## config.mk

```make
export PLATFORM = sky130hd
export DESIGN_NAME = edc_slice_flat
export DESIGN_NICKNAME = d
export VERILOG_FILES = /design/src/rtl/edc_pkg.sv /design/src/rtl/edc_if.sv /design/src/rtl/edc_check_gen.sv /design/src/rtl/edc_slice.sv /design/src/flat_wrapper.sv
export SDC_FILE = /design/constraint.sdc
export NUM_CORES = 1
export LEC_CHECK = 0
export BUFFER_PORTS_ARGS = -buffer_cell sky130_fd_sc_hd__buf_2
export CORE_AREA = 2 2 150 94
export DETAILED_ROUTE_END_ITERATION = 12
export DIE_AREA = 0 0 152 96
export GPL_ROUTABILITY_DRIVEN = 0
export SETUP_SLACK_MARGIN = 0.4
export SYNTH_ARGS = -nofsm -noshare
export SYNTH_HDL_FRONTEND = slang
export SYNTH_HIERARCHICAL = 1
export SYNTH_SLANG_ARGS = --single-unit
```

## constraint.sdc

```tcl
create_clock -name mclk -period 11.37 [get_ports mclk]
set_input_delay 0.5685 -clock mclk [delete_from_list [all_inputs] [get_ports mclk]]
set_output_delay 0.5685 -clock mclk [all_outputs]
set_load 0.02 [all_outputs]
```

## src/rtl/edc_pkg.sv

```systemverilog
package edc_pkg;
    localparam int DATA_W  = 16;
    localparam int CHECK_W = 6;
    localparam int BYTES   = DATA_W / 8;
    // check-bit matrix: row i selects the data bits that feed check bit i
    localparam logic [DATA_W-1:0] MATRIX [CHECK_W] = '{
        16'h2CB7, 16'h555B, 16'h9A6D, 16'hE38E, 16'h03F0, 16'hFC00
    };
    typedef enum logic [1:0] {
        EDC_NORMAL, EDC_COMP_WRITE, EDC_COMP_READ
    } edc_mode_t;
    typedef enum logic [2:0] {
        EDC_FLAG_NONE   = 3'h0,
        EDC_FLAG_DOUBLE = 3'h4,
        EDC_FLAG_CHECK  = 3'h6,
        EDC_FLAG_DATA   = 3'h7
    } edc_flag_t;
endpackage : edc_pkg

```

## src/rtl/edc_if.sv

```systemverilog
`timescale 1ns/100ps
interface edc_if
    import edc_pkg::*;
();
    logic [DATA_W-1:0]  sys_data;
    logic [BYTES-1:0]   sys_parity;
    logic               write_req;
    logic               read_req;
    edc_mode_t          mode;
    logic [DATA_W-1:0]  mem_data;
    logic [CHECK_W-1:0] mem_check;
    logic [DATA_W-1:0]  wr_data;
    logic [CHECK_W-1:0] wr_check;
    logic               wr_valid;
    logic [DATA_W-1:0]  rd_data;
    logic [BYTES-1:0]   rd_parity;
    logic               any_error_flag;
    logic               error_type_flag_high;
    logic               error_type_flag_low;
    logic               parity_error;
    logic               rd_valid;
    modport device (
        input  sys_data, sys_parity, write_req, read_req, mode,
               mem_data, mem_check,
        output wr_data, wr_check, wr_valid, rd_data, rd_parity,
               any_error_flag, error_type_flag_high, error_type_flag_low,
               parity_error, rd_valid
    );
    modport host (
        output sys_data, sys_parity, write_req, read_req, mode,
               mem_data, mem_check,
        input  wr_data, wr_check, wr_valid, rd_data, rd_parity,
               any_error_flag, error_type_flag_high, error_type_flag_low,
               parity_error, rd_valid
    );
endinterface : edc_if

```

## src/rtl/edc_check_gen.sv

```systemverilog
`timescale 1ns/100ps
module edc_check_gen
    import edc_pkg::*;
(
    input  wire logic [DATA_W-1:0]  data,
    output logic      [CHECK_W-1:0] check
);
    always_comb begin
        for (int i = 0; i < CHECK_W; i++) begin
            check[i] = ^(data & MATRIX[i]);
        end
    end
endmodule : edc_check_gen

```

## src/rtl/edc_slice.sv

```systemverilog
`timescale 1ns/100ps
// Contract
// - write check bits are parity of data subsets
// - check bits stored beside data word
// - optional byte parity check on writes
// - read regenerates check bits, same matrix
// - syndrome is regenerated xor stored check
// - nonzero syndrome means data or check error
// - flags 000 none 110 check 111 data 100 double
// - byte parity generated toward processor on read
// - monitoring: processor interrupts, extends for correction; host has only the always-correct flow
// - always-correct: processor waits for analysis
// - single data error corrected before return
// - double error: system selects complement write
// - complement write inverts last read word
// - complement read inverts then corrects
// - system rewrites corrected data afterwards
// - full flags after complement read
// - sixteen-bit slice, wider words by more slices
// - system should rewrite errors and scrub; host rewrites errors found on reads, never scrubs
// - six check bits give sec-ded
module edc_slice
    import edc_pkg::*;
#(
    parameter int WIDTH = DATA_W
)(
    input  wire logic mclk,
    input  wire logic reset,
    input  wire logic parity_check_en,
    edc_if.device     bus
);
    if (WIDTH != DATA_W) begin : g_width_check
        $error("edc_slice serves 16-bit slices only");
    end

    logic [DATA_W-1:0]  last_data;
    logic [CHECK_W-1:0] last_check;
    logic [DATA_W-1:0]  next_last_data;
    logic [CHECK_W-1:0] next_last_check;
    logic [DATA_W-1:0]  next_wr_data;
    logic [CHECK_W-1:0] next_wr_check;
    logic               next_wr_valid;
    logic [DATA_W-1:0]  next_rd_data;
    logic [BYTES-1:0]   next_rd_parity;
    logic [2:0]         next_flags;
    logic               next_parity_error;
    logic               next_rd_valid;
    logic [DATA_W-1:0]  wr_data;
    logic [CHECK_W-1:0] wr_check;
    logic               wr_valid;
    logic [DATA_W-1:0]  rd_data;
    logic [BYTES-1:0]   rd_parity;
    logic [2:0]         flags;
    logic               parity_error;
    logic               rd_valid;

    logic [DATA_W-1:0]  gen_in;
    logic [CHECK_W-1:0] gen_check;
    logic [DATA_W-1:0]  rd_word;
    logic [CHECK_W-1:0] rd_chk;
    logic [CHECK_W-1:0] syndrome;
    logic [DATA_W-1:0]  flip;
    logic               check_hit;
    logic [CHECK_W-1:0] col;

    edc_check_gen u_gen (
        .data  (gen_in),
        .check (gen_check)
    );

    always_comb begin
        // complement read works on the inverted memory word
        rd_word = (bus.mode == EDC_COMP_READ) ? ~bus.mem_data
                                              : bus.mem_data;
        rd_chk  = (bus.mode == EDC_COMP_READ) ? ~bus.mem_check
                                              : bus.mem_check;
        gen_in  = bus.read_req ? rd_word : bus.sys_data;
        syndrome = gen_check ^ rd_chk;
        flip = '0;
        check_hit = 1'b0;
        col = '0;
        for (int b = 0; b < DATA_W; b++) begin
            col = '0;
            for (int i = 0; i < CHECK_W; i++) col[i] = MATRIX[i][b];
            if (syndrome == col) flip[b] = 1'b1;
        end
        for (int i = 0; i < CHECK_W; i++) begin
            if (syndrome == CHECK_W'(1 << i)) check_hit = 1'b1;
        end
    end

    always_comb begin
        next_last_data    = last_data;
        next_last_check   = last_check;
        next_wr_data      = wr_data;
        next_wr_check     = wr_check;
        next_wr_valid     = 1'b0;
        next_rd_data      = rd_data;
        next_rd_parity    = rd_parity;
        next_flags        = flags;
        next_parity_error = parity_error;
        next_rd_valid     = 1'b0;
        if (bus.write_req) begin
            next_wr_valid = 1'b1;
            if (bus.mode == EDC_COMP_WRITE) begin
                next_wr_data  = ~last_data;
                next_wr_check = ~last_check;
            end else begin
                next_wr_data  = bus.sys_data;
                next_wr_check = gen_check;
                next_parity_error = 1'b0;
                for (int y = 0; y < BYTES; y++) begin
                    if (parity_check_en &&
                        (^bus.sys_data[y*8 +: 8]) != bus.sys_parity[y])
                        next_parity_error = 1'b1;
                end
            end
        end else if (bus.read_req) begin
            next_rd_valid   = 1'b1;
            next_last_data  = bus.mem_data;
            next_last_check = bus.mem_check;
            next_rd_data    = rd_word ^ flip;
            for (int y = 0; y < BYTES; y++) begin
                next_rd_parity[y] = ^next_rd_data[y*8 +: 8];
            end
            if (syndrome == '0)
                next_flags = EDC_FLAG_NONE;
            else if (flip != '0)
                next_flags = EDC_FLAG_DATA;
            else if (check_hit)
                next_flags = EDC_FLAG_CHECK;
            else
                next_flags = EDC_FLAG_DOUBLE;
        end
    end

    always_ff @(posedge mclk) begin
        if (reset) begin
            last_data    <= '0;
            last_check   <= '0;
            wr_data      <= '0;
            wr_check     <= '0;
            wr_valid     <= 1'b0;
            rd_data      <= '0;
            rd_parity    <= '0;
            flags        <= EDC_FLAG_NONE;
            parity_error <= 1'b0;
            rd_valid     <= 1'b0;
        end else begin
            last_data    <= next_last_data;
            last_check   <= next_last_check;
            wr_data      <= next_wr_data;
            wr_check     <= next_wr_check;
            wr_valid     <= next_wr_valid;
            rd_data      <= next_rd_data;
            rd_parity    <= next_rd_parity;
            flags        <= next_flags;
            parity_error <= next_parity_error;
            rd_valid     <= next_rd_valid;
        end
    end

    assign bus.wr_data              = wr_data;
    assign bus.wr_check             = wr_check;
    assign bus.wr_valid             = wr_valid;
    assign bus.rd_data              = rd_data;
    assign bus.rd_parity            = rd_parity;
    assign bus.any_error_flag       = flags[2];
    assign bus.error_type_flag_high = flags[1];
    assign bus.error_type_flag_low  = flags[0];
    assign bus.parity_error         = parity_error;
    assign bus.rd_valid             = rd_valid;
endmodule : edc_slice

```

## src/flat_wrapper.sv

```systemverilog
// flat-port wrapper written by rule: the top's interface ports become plain ports
module edc_slice_flat import edc_pkg::*;
#(
    parameter int WIDTH = DATA_W
)
  (mclk, reset, parity_check_en, bus_sys_data, bus_sys_parity, bus_write_req, bus_read_req, bus_mode, bus_mem_data, bus_mem_check, bus_wr_data, bus_wr_check, bus_wr_valid, bus_rd_data, bus_rd_parity, bus_any_error_flag, bus_error_type_flag_high, bus_error_type_flag_low, bus_parity_error, bus_rd_valid);
  edc_if bus_i ();
  input  wire logic mclk;
  input  wire logic reset;
  input  wire logic parity_check_en;
  input wire logic [$bits(bus_i.sys_data)-1:0] bus_sys_data;
  input wire logic [$bits(bus_i.sys_parity)-1:0] bus_sys_parity;
  input wire logic [$bits(bus_i.write_req)-1:0] bus_write_req;
  input wire logic [$bits(bus_i.read_req)-1:0] bus_read_req;
  input wire logic [$bits(bus_i.mode)-1:0] bus_mode;
  input wire logic [$bits(bus_i.mem_data)-1:0] bus_mem_data;
  input wire logic [$bits(bus_i.mem_check)-1:0] bus_mem_check;
  output wire logic [$bits(bus_i.wr_data)-1:0] bus_wr_data;
  output wire logic [$bits(bus_i.wr_check)-1:0] bus_wr_check;
  output wire logic [$bits(bus_i.wr_valid)-1:0] bus_wr_valid;
  output wire logic [$bits(bus_i.rd_data)-1:0] bus_rd_data;
  output wire logic [$bits(bus_i.rd_parity)-1:0] bus_rd_parity;
  output wire logic [$bits(bus_i.any_error_flag)-1:0] bus_any_error_flag;
  output wire logic [$bits(bus_i.error_type_flag_high)-1:0] bus_error_type_flag_high;
  output wire logic [$bits(bus_i.error_type_flag_low)-1:0] bus_error_type_flag_low;
  output wire logic [$bits(bus_i.parity_error)-1:0] bus_parity_error;
  output wire logic [$bits(bus_i.rd_valid)-1:0] bus_rd_valid;
  assign bus_i.sys_data = bus_sys_data;
  assign bus_i.sys_parity = bus_sys_parity;
  assign bus_i.write_req = bus_write_req;
  assign bus_i.read_req = bus_read_req;
  assign bus_i.mode = bus_mode;
  assign bus_i.mem_data = bus_mem_data;
  assign bus_i.mem_check = bus_mem_check;
  assign bus_wr_data = bus_i.wr_data;
  assign bus_wr_check = bus_i.wr_check;
  assign bus_wr_valid = bus_i.wr_valid;
  assign bus_rd_data = bus_i.rd_data;
  assign bus_rd_parity = bus_i.rd_parity;
  assign bus_any_error_flag = bus_i.any_error_flag;
  assign bus_error_type_flag_high = bus_i.error_type_flag_high;
  assign bus_error_type_flag_low = bus_i.error_type_flag_low;
  assign bus_parity_error = bus_i.parity_error;
  assign bus_rd_valid = bus_i.rd_valid;
  edc_slice #(.WIDTH(WIDTH)) u_core (.mclk(mclk), .reset(reset), .parity_check_en(parity_check_en), .bus(bus_i));
endmodule
```

-- After elaboration in Yosys (flattened, before gate mapping)
Cells that the tools add are included.
- equality and inequality tests: 26
- mux-type cells: 34
- bitwise gates (word level): 8
- reductions and logical operators: 17
- operator list (kind ; number):
    16-bit XOR reduction ; 6
    16-bit two-way mux ; 3
    6-bit by 5-bit equality test with 1-bit output (second input constant) ; 7
    6-bit equality test (second input constant) ; 7
    16-bit NOT ; 2
    8-bit XOR reduction ; 4
    1-bit two-way mux ; 26
    6-bit by 4-bit equality test with 1-bit output (second input constant) ; 4
    16-bit nonzero test ; 1
    16-bit bitwise XOR ; 1
    6-bit by 3-bit equality test with 1-bit output (second input constant) ; 2
    6-bit two-way mux ; 2
    6-bit NOT ; 2
    6-bit by 1-bit equality test with 1-bit output (second input constant) ; 1
    6-bit by 2-bit equality test with 1-bit output (second input constant) ; 1
    6-bit zero test ; 1
    3-bit two-way mux ; 2
    6-bit bitwise XOR ; 1
    2-bit AND reduction ; 2
    2-bit by 1-bit equality test with 1-bit output (second input constant) ; 1
    2-bit equality test (second input constant) ; 1
    1-bit logical AND ; 2
    2-bit two-way mux ; 1
    1-bit inequality test ; 2
    other kinds (2) ; 3
- flip-flop bits (word level): 68
- output and inout bits: 46
- word-level logic and storage cells: 95

-- Logic depth before layout (Yosys ltp)
Gate-level depths: netlist of the first run.
- depth after elaboration: 15
- mapped depth: 18
- gate-level depth less buffers: 13

-- Cells and area by module
The synthesis of the first run kept the hierarchy.
- modules (own cells, without submodules) (module ; instances ; cells an instance ; area an instance (sq um) ; sequential area each (sq um)):
    edc_slice ; 1 ; 537 ; 3962.6 ; 1361.3
    edc_check_gen ; 1 ; 28 ; 307.8 ; 0.0

-- Worst setup path after synthesis of the first run
Ideal clock, no wire load.
- path kind: input port to flip-flop
- start point: input bus_mode[1]
- end point: register u_core.rd_parity[1] (netlist: u_core/bus.rd_parity[1])
- setup time: 79 ps
- arrival: 4376 ps
- path slack: 6915 ps
- cell stages on the path: 17
- path buffers: 4
- cell sequence: nor2b_1 > buf_2 > buf_2 > buf_2 > buf_2 > xnor2_1 > a21oi_1 > xnor2_1 > xnor3_1 > xnor2_1 > xor2_1 > nand3_1 > a222oi_1 > a311oi_1 > xnor3_1 > xnor2_1 > a211oi_2
- longest elaborated chain between the ends: 9
- elaborated cells between the ends (all ways): 29
- RTL lines (item ; RTL line ; text):
    start: declaration ; flat_wrapper.sv:15 ; input wire logic [$bits(bus_i.mode)-1:0] bus_mode;
    2-bit equality test * ; edc_slice.sv:73 ; rd_word = (bus.mode == EDC_COMP_READ) ? ~bus.mem_data
    16-bit two-way mux * ; edc_slice.sv:73 ;
    16-bit two-way mux * ; edc_slice.sv:77 ; gen_in = bus.read_req ? rd_word : bus.sys_data;
    named net u_core.gen_in[8] ; edc_slice.sv:57 ; logic [DATA_W-1:0] gen_in;
    16-bit XOR reduction * ; edc_check_gen.sv:10 ; check[i] = ^(data & MATRIX[i]);
    named net u_core.gen_check[1] ; edc_slice.sv:58 ; logic [CHECK_W-1:0] gen_check;
    6-bit bitwise XOR * ; edc_slice.sv:78 ; syndrome = gen_check ^ rd_chk;
    6-bit by 5-bit equality test with 1-bit output or 6-bit equality test (tied branches) ; edc_slice.sv:85 ; if (syndrome == col) flip[b] = 1'b1;
    1-bit two-way mux ; edc_slice.sv:85 ;
    16-bit bitwise XOR * ; edc_slice.sv:122 ; next_rd_data = rd_word ^ flip;
    8-bit XOR reduction * ; edc_slice.sv:124 ; next_rd_parity[y] = ^next_rd_data[y*8 +: 8];
    end signal: assignment ; edc_slice.sv:156 ; rd_parity <= next_rd_parity;
    end: declaration ; edc_slice.sv:52 ; logic [BYTES-1:0] rd_parity;
The timed path passes the listed nets; every way through them passes the cells marked *.
A chain may end at the register's enable or synchronous reset.

-- Worst setup path after layout of the first run
- start point: input bus_mode[0]
- end point: register u_core.rd_parity[1] (netlist: u_core/bus.rd_parity[1])
Same word-level chain as after synthesis.

==> results.json, run 1 <==
{
  "path_class": "in -> reg",
  "cp_slowest_cell": "xnor2_1",
  "drt-wirelength-per-cell_microns": 16.0,
  "syn_nets": 612,
  "post-cts-setup-buffers": 0,
  "fin_tns_setup_ns": 0,
  "rsz0062_at_grt": "no",
  "cp-start-kind": "input pin",
  "drive_above_1_share_pct": 19.2,
  "r2r_cells": 3,
  "dr.pass1.iters": 7,
  "dieArea_sq_mm": 0.0146,
  "fin_total_pwr_mw": 1.12,
  "p_per_area_mw_per_mm2": 218,
  "reg2reg_to": "u_core/bus.wr_check[3]$_SDFFE_PP0P_",
  "critPathBufInv": 2,
  "area_delta_synth_final_pct": 20.5,
  "synth_common_cells": "92 x nand2_1, 82 x a21oi_1, 74 x xnor2_1",
  "synth_area_sq_mm": 0.00427,
  "synth_top_cell_by_area": "dfxtp_1",
  "fmax_mhz": 209,
  "final_cell_count_no_fill": 815,
  "path_cells": "buf_2 > nor2b_2 > buf_4 > xnor2_1 > a21oi_1 > xor2_1 > xnor2_1 > xnor3_1 > xnor2_1 > nand3_2 > a222oi_1 > a311oi_1 > xnor3_1 > xnor2_1 > a211oi_2",
  "leakagePower_nw": 2.03,
  "die_x_microns": 152,
  "clock_latency_ns": 0.34,
  "placementRows": 33,
  "whs_ns": 0.451,
  "max_cap_viol_count": 0,
  "grt-ovfl-total": 0,
  "grt_pass1_vias": 4015,
  "pin_count": 93,
  "layout_min_cycle_time_ns": 4.79,
  "min_to": "u_core/bus.rd_data[0]$_SDFFE_PP0P_",
  "ys_warn_count": 6,
  "antenna_left": 0,
  "antenna_found_initial": 0,
  "via_count": 4232,
  "start_util_pct": 32.2,
  "numClockSinks": 68,
  "cts_hold_buf": 0,
  "period_share_pct": 42.1,
  "hp-class": "reg -> reg",
  "cts_resized": 0,
  "cpMostUsedCell": "xnor2_1",
  "clockBufferDepth": 2,
  "syn-mean-instance-area_sq_um": 7.56,
  "cts_root_buffer": "clkbuf_16",
  "yosysMostFrequentCell": "nand2_1",
  "min_path_cells": 2,
  "max_stage_delay_ns": 1.01,
  "core_area_sq_mm": 0.0133,
  "hpwl_mm": 9.94,
  "drc": 0,
  "tritoncts": "done",
  "vdd.ir_drop.worst_uv": 88.0,
  "ys_types": 40,
  "crit_fanout": 34,
  "cts_inserted_buffers": 9,
  "syn_inst": 565,
  "worst_pin_slew_ns": 1.27,
  "wirelength_mm": 13.0,
  "die_h_microns": 96,
  "cts.htree.levels": 3,
  "ys_seq_area_share_pct": 31.9,
  "antennaDiodeCount": 0,
  "skew_ns": 0.00241,
  "critical-path-top-delay-family": "XOR/XNOR gates",
  "finalHoldViolCount": 0,
  "fin_nets": 682,
  "synth-seq-cells": 68,
  "grt_pass1_wl_mm": 20.8,
  "ff2ff_setup_slack_ns": 10.45,
  "drtIter0Drc": 448,
  "slew_viol_final": 0,
  "min_from": "u_core/bus.rd_data[0]$_SDFFE_PP0P_",
  "synthArstFlopShare_pct": 0,
  "synth_edf_count": 0,
  "synth.top_cell.area_share_pct": 31.9,
  "cp.required_ns": 11.63,
  "via_per_inst": 5.19,
  "critPathCaptureType": "flop",
  "ys_top_cells_by_area": "dfxtp_1 32%, xnor2_1 15%, a21oi_1 9.6%, nand2_1 8.1%, nor2_1 6.3%",
  "setup_viol": 0,
  "r2r_start": "u_core/last_check[3]$_SDFFE_PP0P_",
  "outcome": "completed",
  "dp_cells": 799,
  "max_slew_margin_pct": 14.7,
  "groute.usage.overall_pct": 18.2,
  "synth_ff_type": "dfxtp_1",
  "port_buffers": 92,
  "clk_pin_slew_ns": 0.06,
  "grt_max_degree": 69,
  "worstPathArrival_ns": 5.05
}
## flip-flops by register name, summed over array words and instances (netlist names)
register	flops
u_core/bus.parity_error	1
u_core/bus.rd_parity	2
u_core/bus.wr_valid	1
u_core/last_check	6
u_core/last_data	16
u_core/bus.wr_data	16
u_core/bus.wr_check	6
u_core/bus.rd_valid	1
u_core/flags	3
u_core/bus.rd_data	16
## how the worst max path moves through the flow
stage / from / end / slack, ns / cells past startpoint
floorplan: bus_mode[1] / u_core/bus.rd_parity[1]$_SDFFE_PP0P_ / 6.92 / 17
detailed placement: bus_mode[0] / u_core/bus.rd_parity[1]$_SDFFE_PP0P_ / 6.41 / 15
CTS: bus_mode[0] / u_core/bus.rd_parity[1]$_SDFFE_PP0P_ / 6.71 / 15
finish: bus_mode[0] / u_core/bus.rd_parity[1]$_SDFFE_PP0P_ / 6.58 / 15
global placement: bus_mode[1] / u_core/bus.rd_parity[1]$_SDFFE_PP0P_ / 6.66 / 15
global route: bus_mode[1] / u_core/bus.rd_parity[1]$_SDFFE_PP0P_ / 6.25 / 15
## kinds of logic (layout without fill, tap and decap cells)
| logic type | after synthesis | count (layout) | share of synthesized area (%) |
|---|---|---|---|
| simple gates | 212 | 212 | 20.5 |
| mux | 1 | 1 | 0.234 |
| xor+xnor | 108 | 108 | 24.6 |
| compound gates | 137 | 137 | 19.2 |
| buf+inv | 39 | 114 | 3.57 |
| flops | 68 | 68 | 31.9 |
## metal layers
metal,wire [microns],global-route usage (%),vias to the layer above
met4,197,5.14,0
met5,0,0,-
li1,-,-,2061
met2,5410,27.0,180
met3,1050,4.95,21
met1,6380,25.8,1970
## layout make-up
class | instances | area (sq um)
Fill cell | 1385 | 8110
Timing Repair Buffer | 97 | 498
Clock buffer | 9 | 225
Clock inverter | 7 | 75.1
Inverter | 1 | 3.75
Sequential cell | 68 | 1360
Multi-Input combinational cell | 458 | 2760
Tap cell | 175 | 219
## worst min-delay path: stages (launching register included)
cell and delay (ns):
dfxtp_1 0.31, nand2_1 0.05, a21oi_1 0.05
## per-stage QoR
step | util [%] | worst slack [ns] | instance area, sq um
5_1_grt | 38.8 | 6.25 | 5140
3_3_place_gp | 36.5 | 6.66 | 4840
6_report | 38.8 | 6.58 | 5140
4_1_cts | 38.8 | 6.71 | 5140
3_5_place_dp | 36.5 | 6.41 | 4840
2_1_floorplan | - | 6.92 | 4270
## cells in the final DEF, fill, tap and decap left out, drive strengths merged, types with 2 or more instances in the layout
cell type | Yosys | routed
buf | 9 | 97
nand2 | 92 | 92
a21oi | 82 | 82
xnor2 | 76 | 76
nor2 | 72 | 72
dfxtp | 68 | 68
nand3 | 35 | 35
xor2 | 27 | 27
a211oi | 25 | 25
clkbuf | 29 | 9
o21ai | 7 | 7
xnor3 | 5 | 5
a31oi | 4 | 4
clkinvlp | 0 | 3
nand2b | 3 | 3
a21boi | 3 | 3
a22oi | 3 | 3
nand4 | 3 | 3
nor2b | 3 | 3
a222oi | 2 | 2
a31o | 2 | 2
o22ai | 2 | 2
nor4 | 2 | 2
inv | 1 | 2
clkinv | 0 | 2
## power breakdown
| group | total, mW | switching [mW] | internal, mW |
|---|---|---|---|
| clock | 0.285 | 0.114 | 0.170 |
| combinational | 0.565 | 0.373 | 0.191 |
| sequential | 0.270 | 0.0105 | 0.260 |
| total | 1.12 | 0.498 | 0.622 |
(Power assumes the default switching activity.)
==> run 2: changes to the inputs <==
Clock period 11.37 ns to 4.9 ns, I/O delays scaled along.
==> results.json, run 2 (synthesis results as in run 1) <==
{
  "r2r_start": "u_core/last_check[0]$_SDFFE_PP0P_",
  "hpwl_mm": 10.2,
  "n_fill_cell": 1416,
  "cp_slowest_cell": "a222oi_1",
  "whs_ns": 0.184,
  "slew_viol_final": 0,
  "port_buffers": 92,
  "dieArea_sq_mm": 0.0146,
  "max_stage_delay_ns": 0.62,
  "placementRows": 33,
  "via_count": 4275,
  "pin_count": 93,
  "finalHoldViolCount": 0,
  "cts_hold_buf": 0,
  "period_share_pct": 86.0,
  "max_cap_viol_count": 0,
  "cpMostUsedCell": "xnor2_1",
  "worst_pin_slew_ns": 0.839,
  "r2r_cells": 3,
  "area_delta_synth_final_pct": 21.0,
  "antenna_found_initial": 0,
  "cp-start-kind": "input pin",
  "path_class": "in -> reg",
  "clockBufferDepth": 2,
  "clock_latency_ns": 0.34,
  "dpl_cell_area_sq_mm": 0.00486,
  "fmax_mhz": 237,
  "die_x_microns": 152,
  "critPathCaptureType": "flop",
  "tritoncts": "done",
  "cts.htree.levels": 3,
  "crit_fanout": 34,
  "grt_max_degree": 69,
  "grt_pass1_vias": 4120,
  "critPathBufInv": 2,
  "min_from": "bus_mem_data[4]",
  "top_regs": "u_core/bus.rd_data: 16 flops, u_core/bus.wr_data: 16 flops, u_core/last_data: 16 flops",
  "antennaDiodeCount": 0,
  "leakagePower_nw": 2.05,
  "drive_above_1_share_pct": 19.6,
  "core_area_sq_mm": 0.0133,
  "grt_pass1_wl_mm": 21.6,
  "top_layer": "met4",
  "clk_pin_slew_ns": 0.06,
  "vdd.ir_drop.worst_uv": 230,
  "via_per_inst": 5.23,
  "dr.pass1.iters": 6,
  "die_h_microns": 96,
  "final_util_pct": 39.0,
  "critical-path-top-delay-family": "XOR/XNOR gates",
  "outcome": "completed",
  "wl_met3_mm": 1.26,
  "wl_met1_mm": 6.52,
  "fin_total_pwr_mw": 2.64,
  "cp.depth": 15,
  "drc": 0,
  "mostFrequentLayoutCells": "92 x buf_2, 92 x nand2_1, 82 x a21oi_1, 73 x xnor2_1, 72 x nor2_1",
  "drt-wirelength-per-cell_microns": 16.6,
  "cts_inserted_buffers": 9,
  "skew_ns": 0.00225,
  "fin_tns_setup_ns": 0,
  "ff2ff_setup_slack_ns": 3.88,
  "wl_met2_mm": 5.52,
  "worstPathArrival_ns": 4.48,
  "reg2reg_to": "u_core/bus.wr_check[0]$_SDFFE_PP0P_",
  "p_per_area_mw_per_mm2": 511,
  "layout_min_cycle_time_ns": 4.22,
  "fin_nets": 685,
  "hp-class": "in -> reg",
  "path_cells": "buf_2 > nor2b_2 > buf_4 > xnor2_1 > a21oi_1 > xnor2_1 > xnor3_1 > xnor2_2 > xor2_1 > nand3_1 > a222oi_1 > a311oi_1 > xnor3_1 > xnor2_1 > a211oi_2",
  "final_area_sq_mm": 0.00517,
  "cts_root_buffer": "clkbuf_16",
  "wirelength_mm": 13.5,
  "endpoint": "u_core/bus.rd_parity[1]$_SDFFE_PP0P_",
  "rsz0062_at_grt": "no",
  "max_slew_margin_pct": 44.1,
  "grt-ovfl-total": 0,
  "cp.required_ns": 5.16,
  "drtIter0Drc": 414,
  "critPathLaunch": "bus_mode[1]",
  "groute.usage.overall_pct": 18.9,
  "setup_viol": 0,
  "numClockSinks": 68,
  "antenna_left": 0,
  "start_util_pct": 32.2
}
run 2: final cells by class:
class	instances	area [sq um]	share of cell area (%)
Timing Repair Buffer	100	520	10.1
Multi-Input combinational cell	458	2770	53.6
Tap cell	175	219	4.24
Clock buffer	10	229	4.43
Sequential cell	68	1360	26.4
Inverter	1	3.75	0.0727
Clock inverter	6	63.8	1.24
run 2: worst min-delay path, cell delays in order:
cell	delay, ns
buf_2	0.13
nand2_1	0.05
a21oi_1	0.05
run 2: metal layers:
layer	up-vias	track usage, %
met4	0	6.00
li1	2070	-
met5	-	0
met3	23	6.57
met2	185	27.4
met1	1997	26.2
run 2: power by group:
part           internal, mW  leakage, nW  total, mW  switching, mW
Clock                 0.394        0.139      0.646          0.252
Combinational         0.465         1.36       1.37          0.900
Sequential            0.603        0.560      0.627         0.0240
Total                  1.46         2.05       2.64           1.18
run 2: repair_timing:
item                                    CTS  global route
endpoints found under the hold margin     0             0
gates resized for setup                   0             1
endpoints found under the setup margin    0             1
buffers inserted                          0             1
run 2: through the flow:
stage,std cells,setup WS (ns)
after floorplan,565,0.769
after global placement,801,0.614
after detailed placement,801,0.301
after CTS,817,0.656
after global routing,818,0.412
final,818,0.684
run 2: worst min-delay path by stage:
stage | end | slack, ns | cells past startpoint
2_1_floorplan | u_core/last_check[0]$_SDFFE_PP0P_ | 0.38 | 2
3_3_place_gp | u_core/bus.parity_error$_SDFFE_PP0P_ | 0.44 | 2
3_5_place_dp | u_core/bus.rd_data[0]$_SDFFE_PP0P_ | 0.45 | 2
4_1_cts | u_core/last_data[4]$_SDFFE_PP0P_ | 0.18 | 3
5_1_grt | u_core/last_data[7]$_SDFFE_PP0P_ | 0.18 | 3
6_report | u_core/last_data[4]$_SDFFE_PP0P_ | 0.18 | 3
==> run 3: changes to the inputs <==
Settings changed: CORE_AREA 2 2 150 94 to 2 2 100 140, DIE_AREA 0 0 152 96 to 0 0 102 142.
==> results.json, run 3 (synthesis results as in run 1) <==
{
  "fmax_mhz": 245,
  "outcome": "completed",
  "groute.usage.overall_pct": 18.1,
  "drc": 0,
  "crit_fanout": 17,
  "cp_slowest_cell": "a222oi_1",
  "pre_cts_slack_ns": 0.581,
  "grt_pass1_vias": 4007,
  "drt-wirelength-per-cell_microns": 15.9,
  "multi_input_area_sq_mm": 0.00276,
  "dieArea_sq_mm": 0.0145,
  "worst_pin_slew_ns": 0.841,
  "path_class": "in -> reg",
  "drive_above_1_share_pct": 19.4,
  "top_regs": "u_core/bus.rd_data: 16 flops, u_core/bus.wr_data: 16 flops, u_core/last_data: 16 flops",
  "layout_setup_ws_ns": 0.818,
  "grt_pass1_wl_mm": 20.4,
  "core_area_sq_mm": 0.0133,
  "clockBufferDepth": 2,
  "die_h_microns": 142,
  "skew_ns": 0.00493,
  "layout_min_cycle_time_ns": 4.08,
  "n_fill_cell": 1438,
  "ff_latch_area_sq_mm": 0.00136,
  "via_per_inst": 5.10,
  "worstPathArrival_ns": 4.34,
  "path_cells": "buf_2 > nor2b_2 > buf_4 > xnor2_1 > a21oi_1 > xnor2_1 > xnor3_1 > xnor2_1 > xor2_1 > nand3_1 > a222oi_1 > a311oi_1 > xnor3_1 > xnor2_1 > a211oi_2",
  "post-cts-setup-buffers": 0,
  "hpwl_mm": 9.94,
  "setup_viol": 0,
  "vdd.ir_drop.worst_uv": 191,
  "cts_root_buffer": "clkbuf_16",
  "final_util_pct": 39.0,
  "port_buffers": 92,
  "max_slew_margin_pct": 43.9,
  "rsz0062_at_grt": "no",
  "area_delta_synth_final_pct": 21.3,
  "fin_nets": 685,
  "clock_latency_ns": 0.34,
  "start_util_pct": 32.2,
  "dr.pass1.iters": 5,
  "cts.htree.levels": 3,
  "cts_resized": 0,
  "die_x_microns": 102,
  "tritoncts": "done",
  "cp-start-kind": "input pin",
  "slew_viol_final": 0,
  "antenna_left": 0,
  "via_count": 4205,
  "p_per_area_mw_per_mm2": 503,
  "fin_tns_setup_ns": 0,
  "pin_count": 93,
  "leakagePower_nw": 2.06,
  "antenna_found_initial": 0,
  "critPathCaptureType": "flop",
  "cts_inserted_buffers": 9,
  "hp-class": "in -> reg",
  "antennaDiodeCount": 0,
  "cp.required_ns": 5.15,
  "grt-ovfl-total": 0,
  "max_cap_viol_count": 0,
  "cpMostUsedCell": "xnor2_1",
  "finalHoldViolCount": 0,
  "grt_max_degree": 69,
  "wirelength_mm": 13.2,
  "max_stage_delay_ns": 0.65,
  "placementRows": 50,
  "cts_hold_buf": 0,
  "clk_pin_slew_ns": 0.06,
  "numClockSinks": 68,
  "mostFrequentLayoutCells": "92 x buf_2, 92 x nand2_1, 82 x a21oi_1, 74 x xnor2_1, 72 x nor2_1",
  "period_share_pct": 83.3,
  "drtIter0Drc": 231
}
-- run 3: per-stage QoR --
stage          power [mW]  hold WS, ns  area (sq um)  cells
2_1_floorplan        1.59        0.381          4270    565
3_3_place_gp         1.92        0.440          4870    809
3_5_place_dp         1.92        0.441          4870    809
4_1_cts              2.59        0.180          5180    825
5_1_grt              2.74        0.181          5180    825
6_report             2.61        0.190          5180    825
-- run 3: routing by layer --
layer	wire, microns	global-route usage [%]
met1	4930	19.4
met3	700	3.93
met4	687	10.4
met2	6840	32.2
met5	0	0
-- run 3: final timing paths --
check | from | slack [ns] | to | depth (start not counted)
max | bus_mode[1] | 0.82 | u_core/bus.rd_parity[1]$_SDFFE_PP0P_ | 15
min | bus_mem_data[14] | 0.19 | u_core/last_data[14]$_SDFFE_PP0P_ | 3
max reg2reg | u_core/last_check[3]$_SDFFE_PP0P_ | 3.94 | u_core/bus.wr_check[3]$_SDFFE_PP0P_ | 3
min reg2reg | u_core/bus.rd_data[1]$_SDFFE_PP0P_ | 0.45 | u_core/bus.rd_data[1]$_SDFFE_PP0P_ | 2
-- run 3: report_power, final --
part | internal [mW] | switching (mW) | leakage [nW] | total [mW]
sequential | 0.603 | 0.0237 | 0.560 | 0.627
combinational | 0.460 | 0.860 | 1.35 | 1.32
clock | 0.420 | 0.239 | 0.149 | 0.659
-- run 3: area by class of cell --
cell class                 count  area share (%)
multi-input combinational    458            53.3
tap                          182            4.40
clock buffer                  12            4.95
inverter                       1          0.0725
timing repair buffer         100            10.1
clock inverter                 4           0.918
sequential                    68            26.3
-- run 3: critical path: cells and delay by family --
kind	cells	cell delay, ns
buf+inv	2	0.33
simple gates	2	0.32
compound gates	4	1.18
xor+xnor	7	2.25
